### config.mk
export PLATFORM = sky130hd
export DESIGN_NAME = sep_top
export DESIGN_NICKNAME = d
export VERILOG_FILES = /design/src/sep_pkg.sv /design/src/sep_pin_if.sv /design/src/sep_pin_route.sv /design/src/sep_top.sv
export VERILOG_INCLUDE_DIRS = /design/src
export SDC_FILE = /design/constraint.sdc
export NUM_CORES = 1
export LEC_CHECK = 0
export ABC_AREA = 1
export BUFFER_PORTS_ARGS = -buffer_cell sky130_fd_sc_hd__buf_4
export CORE_ASPECT_RATIO = 0.7
export CORE_UTILIZATION = 42
export DETAILED_ROUTE_END_ITERATION = 10
export PLACE_DENSITY = 0.78
export SYNTH_ARGS = -nofsm -noshare
export SYNTH_HDL_FRONTEND = slang
export SYNTH_SLANG_ARGS = --single-unit
### constraint.sdc
create_clock -name clk_i -period 1.6 [get_ports clk_i]
set_input_delay 0.32 -clock clk_i [delete_from_list [all_inputs] [get_ports clk_i]]
set_output_delay 0.32 -clock clk_i [all_outputs]
set_load 0.05 [all_outputs]
### src/sep_regs.svh
// Offsets, field positions, reset values and timing figures of the
// serial controller flag and pin function block.
// Included by the pin router, the top level and the bench; definitions only.
// Contract
// - Parity flag reads 0 with no parity mismatch, 1 once one occurred.
// - Handshake time-out is checked only as master, never raised as slave.
// - As master, time-out when slave handshake stays inactive past allowed time.
// - On time-out release that chip select at once and set the flag.
// - Time-out flag reads 0 with no time-out, 1 after one occurred.
// - Length error flag reads 0 with no length error, 1 once one occurred.
// - Writing one to a flag bit clears only that flag.
// - Global enable at 0 clears all three error flags.
// - Pin function bits 31 down to 12 are read-only zero.
// - Bit 11 slave-out, 10 slave-in, 9 serial clock, 8 handshake pin.
// - Function bit 0 gives pin to GPIO, 1 to the serial controller.
`ifndef SEP_REGS_SVH
`define SEP_REGS_SVH

// Byte offsets on the bus
`define SEP_OFF_GCTL 8'h04
`define SEP_OFF_ERR 8'h10
`define SEP_OFF_PINF 8'h14
`define SEP_OFF_ISTS 8'h20
`define SEP_OFF_IMSK 8'h24

// Second global control register fields
`define SEP_GCTL_MASTER 0
`define SEP_GCTL_EN 1
`define SEP_GCTL_RST 2'h0

// Error flag positions; interrupt status and mask share them
`define SEP_ERR_PAR 2
`define SEP_ERR_TMO 1
`define SEP_ERR_LEN 0
`define SEP_ERR_RST 3'h0

// Pin function fields
`define SEP_PF_SOMI 11
`define SEP_PF_SIMO 10
`define SEP_PF_CLK 9
`define SEP_PF_ENA 8
`define SEP_PF_RST 12'h000

// Handshake allowed time and clock rate
`define SEP_HSK_TMO_NS 2000
`define SEP_CLK_MHZ 25

`endif

### src/sep_pkg.sv
// Types shared by the flag and pin function block.
// Holds no constants; those sit in sep_regs.svh.
package sep_pkg;

  // Handshake monitor states, Gray coded along idle-wait-run-abort
  typedef enum logic [1:0] {
    SEP_IDLE = 2'h0,
    SEP_WAIT = 2'h1,
    SEP_RUN = 2'h3,
    SEP_ABORT = 2'h2
  } sep_hsk_e;

  // One bit per routed pin: 7..0 chip selects, 8 handshake, 9 clock,
  // 10 slave-in, 11 slave-out
  typedef logic [11:0] sep_pins_t;

endpackage

### src/sep_pin_if.sv
// Carrier between the register block and the pin router.
// Assumes both ends sit on the same clock.
`timescale 1ns/1ps
`default_nettype none

interface sep_pin_if;
  import sep_pkg::*;
  sep_pins_t func_sel;
  sep_pins_t ctl_out;
  sep_pins_t ctl_oe;
  sep_pins_t ctl_in;
  sep_pins_t gpio_out;
  sep_pins_t gpio_oe;
  sep_pins_t gpio_in;
  sep_pins_t pin_in;
  sep_pins_t pin_out;
  sep_pins_t pin_oe;

  modport top (
    output func_sel, ctl_out, ctl_oe, gpio_out, gpio_oe, pin_in,
    input ctl_in, gpio_in, pin_out, pin_oe
  );
  modport route (
    input func_sel, ctl_out, ctl_oe, gpio_out, gpio_oe, pin_in,
    output ctl_in, gpio_in, pin_out, pin_oe
  );
endinterface

`default_nettype wire

### src/sep_pin_route.sv
// Pin router: hands each serial pin to the controller or to GPIO.
// Assumes pin inputs are synchronous to clk_i.
`timescale 1ns/1ps
`default_nettype none
`include "sep_regs.svh"

module sep_pin_route
  import sep_pkg::*;
(
  input wire logic clk_i,
  input wire logic rstn_i,
  sep_pin_if.route pif
);

  // Registered drive keeps the pads free of mux glitches
  always_ff @(posedge clk_i) begin
    if (!rstn_i) begin
      pif.pin_out <= '0;
      pif.pin_oe <= '0;
    end else begin
      pif.pin_out <= (pif.func_sel & pif.ctl_out) | (~pif.func_sel & pif.gpio_out);
      pif.pin_oe <= (pif.func_sel & pif.ctl_oe) | (~pif.func_sel & pif.gpio_oe);
    end
  end

  // GPIO-owned pins look idle high to the controller; GPIO sees all
  assign pif.ctl_in = pif.pin_in | ~pif.func_sel;
  assign pif.gpio_in = pif.pin_in;
endmodule

`default_nettype wire

### src/sep_top.sv
// Error flags, handshake time-out monitor and pin function select of
// the serial controller, reached over a classic Wishbone slave.
// Assumes the shift engine pulses its error events for one cycle and
// holds its chip select request while it wants the slave.
`timescale 1ns/1ps
`default_nettype none
`include "sep_regs.svh"

module sep_top
  import sep_pkg::*;
#(
  parameter int TMO_CYC = (`SEP_HSK_TMO_NS * `SEP_CLK_MHZ) / 1000
) (
  input wire logic clk_i,
  input wire logic rstn_i,
  input wire logic wb_cyc_i,
  input wire logic wb_stb_i,
  input wire logic wb_we_i,
  input wire logic [7:0] wb_adr_i,
  input wire logic [3:0] wb_sel_i,
  input wire logic [31:0] wb_dat_i,
  output logic [31:0] wb_dat_o,
  output logic wb_ack_o,
  output logic irq_o,
  input wire logic parity_err_i,
  input wire logic length_err_i,
  input wire logic [7:0] cs_req_i,
  output logic hsk_ready_o,
  output logic master_o,
  output logic enable_o,
  input wire logic [3:0] eng_out_i,
  input wire logic [3:0] eng_oe_i,
  output logic [11:0] eng_in_o,
  input wire logic [11:0] gpio_out_i,
  input wire logic [11:0] gpio_oe_i,
  output logic [11:0] gpio_in_o,
  input wire logic [11:0] pin_i,
  output logic [11:0] pin_o,
  output logic [11:0] pin_oe_o
);

  // A zero or oversized allowed time cannot be counted
  if (TMO_CYC < 1 || TMO_CYC > 65535) begin : g_chk
    $error("TMO_CYC must lie in 1..65535");
  end

  localparam logic [15:0] TmoLast = 16'(TMO_CYC - 1);

  sep_pin_if pif ();

  logic ack_ff;
  logic req;
  logic wr_en;
  logic rd_done;
  logic [31:0] wmask;
  logic [7:0] adr_w;
  logic hit_gctl;
  logic hit_err;
  logic hit_pinf;
  logic hit_ists;
  logic hit_imsk;
  logic [1:0] gctl_ff;
  logic [11:0] pinf_ff;
  logic [2:0] err_ff;
  logic [2:0] nxt_err;
  logic [2:0] ists_ff;
  logic [2:0] nxt_ists;
  logic [2:0] imsk_ff;
  logic [2:0] w1c;
  logic [2:0] evt;
  logic [31:0] rdata;
  logic [31:0] dat_ff;
  logic master;
  logic en;
  sep_hsk_e state_ff;
  sep_hsk_e nxt_state;
  logic [7:0] sel_ff;
  logic [7:0] nxt_sel;
  logic [15:0] cnt_ff;
  logic [7:0] cs_n_ff;
  logic cs_any;
  logic use_ena;
  logic ena_act;
  logic tmo_evt;

  // Bus decode; the master keeps the request up until ack
  assign req = wb_cyc_i & wb_stb_i;
  assign wr_en = req & wb_we_i & ack_ff;
  assign rd_done = req & ~wb_we_i & ack_ff;
  assign wmask = {{8{wb_sel_i[3]}}, {8{wb_sel_i[2]}}, {8{wb_sel_i[1]}}, {8{wb_sel_i[0]}}};
  assign adr_w = {wb_adr_i[7:2], 2'h0};
  assign hit_gctl = (adr_w == `SEP_OFF_GCTL);
  assign hit_err = (adr_w == `SEP_OFF_ERR);
  assign hit_pinf = (adr_w == `SEP_OFF_PINF);
  assign hit_ists = (adr_w == `SEP_OFF_ISTS);
  assign hit_imsk = (adr_w == `SEP_OFF_IMSK);

  // One wait state, ack for exactly one cycle per request
  always_ff @(posedge clk_i) begin
    if (!rstn_i) begin
      ack_ff <= 1'b0;
    end else begin
      ack_ff <= req & ~ack_ff;
    end
  end

  // Second global control: master select and global enable
  always_ff @(posedge clk_i) begin
    if (!rstn_i) begin
      gctl_ff <= `SEP_GCTL_RST;
    end else if (wr_en && hit_gctl) begin
      gctl_ff <= (gctl_ff & ~wmask[1:0]) | (wb_dat_i[1:0] & wmask[1:0]);
    end
  end

  assign master = gctl_ff[`SEP_GCTL_MASTER];
  assign en = gctl_ff[`SEP_GCTL_EN];

  // Pin function select; only bits 11..0 have storage
  always_ff @(posedge clk_i) begin
    if (!rstn_i) begin
      pinf_ff <= `SEP_PF_RST;
    end else if (wr_en && hit_pinf) begin
      pinf_ff <= (pinf_ff & ~wmask[11:0]) | (wb_dat_i[11:0] & wmask[11:0]);
    end
  end

  // Handshake monitor: decides when the slave took too long
  assign cs_any = |cs_req_i;
  assign use_ena = pinf_ff[`SEP_PF_ENA];
  assign ena_act = ~pif.ctl_in[`SEP_PF_ENA]; // Handshake is active low
  assign tmo_evt = en && master && (state_ff == SEP_WAIT) && cs_any && use_ena && !ena_act
                   && (cnt_ff == TmoLast);

  // Next state; leaving master or enable drops everything
  always_comb begin
    nxt_state = state_ff;
    nxt_sel = sel_ff;
    if (!en || !master) begin
      nxt_state = SEP_IDLE;
    end else begin
      case (state_ff)
        SEP_IDLE: begin
          if (cs_any) begin
            nxt_state = SEP_WAIT;
            nxt_sel = cs_req_i;
          end
        end
        SEP_WAIT: begin
          if (!cs_any) begin
            nxt_state = SEP_IDLE;
          end else if (ena_act || !use_ena) begin
            nxt_state = SEP_RUN;
          end else if (tmo_evt) begin
            nxt_state = SEP_ABORT;
          end
        end
        SEP_RUN: begin
          if (!cs_any) begin
            nxt_state = SEP_IDLE;
          end
        end
        SEP_ABORT: begin
          if (!cs_any) begin
            nxt_state = SEP_IDLE;
          end
        end
        default: begin
          nxt_state = SEP_IDLE;
        end
      endcase
    end
  end

  // State and latched chip select choice
  always_ff @(posedge clk_i) begin
    if (!rstn_i) begin
      state_ff <= SEP_IDLE;
      sel_ff <= 8'h00;
    end else begin
      state_ff <= nxt_state;
      sel_ff <= nxt_sel;
    end
  end

  // Wait counter restarts on every fresh chip select
  always_ff @(posedge clk_i) begin
    if (!rstn_i) begin
      cnt_ff <= 16'h0000;
    end else if (state_ff == SEP_WAIT && nxt_state == SEP_WAIT) begin
      cnt_ff <= cnt_ff + 16'h0001;
    end else begin
      cnt_ff <= 16'h0000;
    end
  end

  // Chip selects, active low; released in the same edge as the abort
  always_ff @(posedge clk_i) begin
    if (!rstn_i) begin
      cs_n_ff <= 8'hFF;
    end else if (nxt_state == SEP_WAIT || nxt_state == SEP_RUN) begin
      cs_n_ff <= ~nxt_sel;
    end else begin
      cs_n_ff <= 8'hFF;
    end
  end

  // Events; none while disabled so a disable cannot race a set
  assign evt[`SEP_ERR_PAR] = parity_err_i & en;
  assign evt[`SEP_ERR_TMO] = tmo_evt;
  assign evt[`SEP_ERR_LEN] = length_err_i & en;
  assign w1c = (wr_en && hit_err) ? (wb_dat_i[2:0] & wmask[2:0]) : 3'h0;

  // Sticky error flags; a new event beats a clearing write
  always_comb begin
    if (!en) begin
      nxt_err = 3'h0;
    end else begin
      nxt_err = (err_ff & ~w1c) | evt;
    end
  end

  always_ff @(posedge clk_i) begin
    if (!rstn_i) begin
      err_ff <= `SEP_ERR_RST;
    end else begin
      err_ff <= nxt_err;
    end
  end

  // Interrupt status, cleared by a read; a coinciding event survives
  always_comb begin
    nxt_ists = ists_ff;
    if (rd_done && hit_ists) begin
      nxt_ists = 3'h0;
    end
    nxt_ists = nxt_ists | evt;
  end

  always_ff @(posedge clk_i) begin
    if (!rstn_i) begin
      ists_ff <= 3'h0;
      imsk_ff <= 3'h0;
    end else begin
      ists_ff <= nxt_ists;
      if (wr_en && hit_imsk) begin
        imsk_ff <= (imsk_ff & ~wmask[2:0]) | (wb_dat_i[2:0] & wmask[2:0]);
      end
    end
  end

  assign irq_o = |(ists_ff & imsk_ff);

  // Read mux; unmapped words read as zero
  always_comb begin
    rdata = 32'h0000_0000;
    if (hit_gctl) begin
      rdata[1:0] = gctl_ff;
    end else if (hit_err) begin
      rdata[2:0] = err_ff;
    end else if (hit_pinf) begin
      rdata[11:0] = pinf_ff;
    end else if (hit_ists) begin
      rdata[2:0] = ists_ff;
    end else if (hit_imsk) begin
      rdata[2:0] = imsk_ff;
    end
  end

  // Read data captured in the wait state, stable while ack is up
  always_ff @(posedge clk_i) begin
    if (!rstn_i) begin
      dat_ff <= 32'h0000_0000;
    end else if (req && !ack_ff) begin
      dat_ff <= rdata;
    end
  end

  assign wb_dat_o = dat_ff;
  assign wb_ack_o = ack_ff;

  // Pin routing: chip selects driven only as master, handshake
  // driven by the engine only as slave
  assign pif.func_sel = pinf_ff;
  assign pif.ctl_out = {eng_out_i, cs_n_ff};
  assign pif.ctl_oe = {eng_oe_i & {3'h7, ~master}, {8{master}}};
  assign pif.gpio_out = gpio_out_i;
  assign pif.gpio_oe = gpio_oe_i;
  assign pif.pin_in = pin_i;

  sep_pin_route u_route (
    .clk_i(clk_i),
    .rstn_i(rstn_i),
    .pif(pif)
  );

  assign eng_in_o = pif.ctl_in;
  assign gpio_in_o = pif.gpio_in;
  assign pin_o = pif.pin_out;
  assign pin_oe_o = pif.pin_oe;
  assign hsk_ready_o = (state_ff == SEP_RUN);
  assign master_o = master;
  assign enable_o = en;
endmodule

`default_nettype wire

==> results.txt <==
----------------------------------------------------
[STA]
  Setup repair after global routing missed its margin ... true
  Hold violation count in the final report ... 0
  FMAX ... 639 MHz
  Worst-case clock skew ... 5.41 ps
  TNS Setup ... 0 ps
  Final Hold Slack ... between 200 and 250 ps
  Tmin final ... 1570 ps
  Part of the cycle the worst path needs ... 0.978
  Total setup violations reported at the end of the flow ... 0
  Pins over their slew limit ... 0

[CTS]
  Clock latency on the worst-skew pair ... 330 ps
  Setup Fix Bufs, Post-CTS ... 0
  Num CTS Buffers ... 9
  CTS tree ... done
  Max H-tree Level ... 3
  CTS root buffer ... clkbuf_16
  Num Clock Sinks ... 94
  CTS Buffer Depth ... 2
  Clock slew at the register clock pins of the worst setup and hold paths ... 60 ps
  Total of hold buffers inserted after clock tree synthesis ... 0

[Routing]
  First-pass detailed-route iteration total ... 4
  Average via count per standard cell ... 4.82
  Via count ... 3,934
  Residual antenna-violating net count after detailed routing ... 0
  Wire per inst ... 13.1 um
  DR iter-0 viols ... 254
  DRC ... 0
  Routed Wire Length ... 10,700 um

[Synthesis]
  Synthesized area per cell ... about 7.6 um^2
  Fraction of registers with async set/reset ... 0
  Register bit total from synthesis ... 94
  Top post-synthesis cells by area ... dfxtp_1 46%, nor2_1 9.2%, buf_4 5.9%
  Warnings from Yosys ... 0
  Synth cell types ... 28
  Synth Flop Type ... dfxtp_1
  Post-synth EDFFs ... 0
  Cell with the most instances after synthesis ... nor2_1
  Number of cells produced by synthesis ... 534
  Most used standard cells in the synthesized netlist ... 99 x nor2_1, 94 x dfxtp_1, 59 x nand2_1
  Leading area contributor after synthesis ... dfxtp_1
  Post-synthesis instance area ... roughly 0.004 mm^2
  Area fraction of the dominant cell type after synthesis ... 0.464
  Part of the Yosys area used for sequential elements ... 0.464

[Global routing]
  Initial antenna violation count ... 0
  Residual overflow from global routing ... 0
  Wire length of the first global-routing pass ... between 15,000 and 20,000 um
  All-layer global routing usage ... 0.210
  Via count of the first global-routing pass ... roughly 3,700
  Maximum number of pins on one net before global-route repair ... 29

[Floorplanning]
  Die boundary width ... between 100 and 150 um
  Initial core utilization ... 0.440
  Die Height ... 84.2 um
  DIE AREA ... 0.0101 mm^2
  Core ar. ... just over 0.009 mm^2
  Standard-cell row count ... 29
  I/O Pins ... 188

[Place]
  Last weighted congestion value of the routability-driven placer ... 0.893
  Port bufs ... about 140
  DP HPWL ... 8300 um

[Power]
  Standby leakage power ... 2.47 nW
  Cell Pwr Density ... 928 mW/mm^2
  IR drop worst, VDD ... around 0.62 mV

[Setup path]
  Kind of end point of the critical path ... primary output
  Worst-path cell with the longest stage delay ... dfxtp_2
  Launching element type of the critical path ... flip-flop
  Crit Path Class ... flip-flop to primary output
  Worst Path Required ... 1280 ps
  Count of buffering cells on the critical path with inverters included ... 2
  Cell Chain, Critical Path ... inv_1 > or2_2 > buf_4
  Top cell family by delay on the critical path ... flip-flops
  Crit path arrival time ... 1250 ps
  CP Max Fanout ... 6
  Slowest Stage Delay on Critical Path ... 370 ps

[Flow run]
  MaxCap Viol Count ... 0

[Final layout]
  Number of filler instances in the final layout ... 803
  Area growth from synthesis to layout ... 40.2%
  Ratio of cells with drive above 1 in the final layout ... 0.364
  Count of antenna diodes in the layout ... 0
  Total Nets Final ... 793

[Run status]
  Result of the run ... complete, no violations

[Hold path]
  Kind of path behind the tightest hold check ... input pin to flip-flop

----------------------------------------------------
==> routing by layer <==
| layer | GRT usage | vias to the layer above | wire length [um] |
|---|---|---|---|
| li1 | - | 1968 | - |
| met3 | 0.0469 | 20 | 836 |
| met4 | 0.0727 | 0 | 239 |
| met1 | 0.271 | 1767 | 4650 |
| met2 | 0.345 | 179 | 4980 |
| met5 | 0 | - | 0 |
==> power breakdown <==
part / internal, W / leakage [nW] / switching [W]
Sequential: 0.00237 / 0.773 / 0.0000105
Clock: 0.00137 / 0.156 / 0.000877
Combinational: 0.000223 / 1.54 / 0.000430
Total: 0.00396 / 2.47 / 0.00132
==> cell usage in the layout (no fill, tap or decap) <==
cell       instances
dfxtp_4            5
nor3_1             2
nand2_2            3
a21oi_1           39
conb_1            20
nand3b_1           1
or2_2             21
o21bai_4           1
nand3_1           28
o21ai_0           45
buf_6              3
inv_1             48
buf_12             3
ha_4               1
nor2_4             2
nand4_1            3
dfxtp_1           79
inv_6              1
nor2_1            93
buf_4            163
clkinv_4           3
bufinv_16          2
nand2_1           58
xnor2_1            4
ha_1               1
a22oi_1            8
nor2_2            20
nor4_1             4
xor2_1             6
dfxtp_2           10
a31oi_1            1
inv_2              3
nor3_2             2
clkbuf_16          9
==> final cells by class <==
type	count	area [um^2]	share of cell area
clock buffer	9	225	0.0396
clock inverter	6	95.1	0.0167
inverter	51	191	0.0336
multi-input combinational	363	1790	0.315
sequential	94	1910	0.336
tap	124	155	0.0273
timing repair buffer	169	1320	0.232
==> through the flow <==
stage               setup slack, ps  total power, W  utilization  area [um^2]  std cells
finish                         34.7         0.00528        0.617         5690        816
global route                  -51.1         0.00546        0.617         5690        816
CTS                            13.8         0.00534        0.611         5630        816
detailed placement             16.9         0.00309        0.575         5300        801
global placement               34.2         0.00308        0.575         5300        801
floorplan                       107         0.00287            -         4130        553
==> timing repair <==
action                     CTS  global route
pin swaps                    0             3
resized for setup            9            23
setup endpoints to repair    9            30
==> worst register-to-register path, cell delays in order (launching register included) <==
cell,delay [ps]
dfxtp_2,330
inv_2,60
ha_4,120
inv_2,30
nor2_2,70
nand2_1,50
nor2_1,90
nand3_1,120
nor2_2,190
nor2_2,70
nand2_2,100
buf_12,140
nor2_1,50
==> worst paths after layout <==
kind | startpoint | end | slack [ps] | depth (start not counted)
max | flip-flop | eng_in_o[8] | 30 | 3
min | eng_out_i[1] | u_route.pif.pin_out[9] | 210 | 3
max reg2reg | cnt_ff[1] | cnt_ff[12] | 80 | 12
min reg2reg | cnt_ff[0] | cnt_ff[0] | 450 | 1
==> cell families after synthesis <==
| group | count (synthesis) | share of synthesized area |
|---|---|---|
| fa+ha+maj | 2 | 0.00617 |
| other cells | 1 | 0.000924 |
| flops | 94 | 0.464 |
| buf+inv | 96 | 0.121 |
| xor+xnor | 10 | 0.0216 |
| compound gates | 94 | 0.125 |
| simple gates | 237 | 0.262 |
Power figures use the tool's default switching activity.
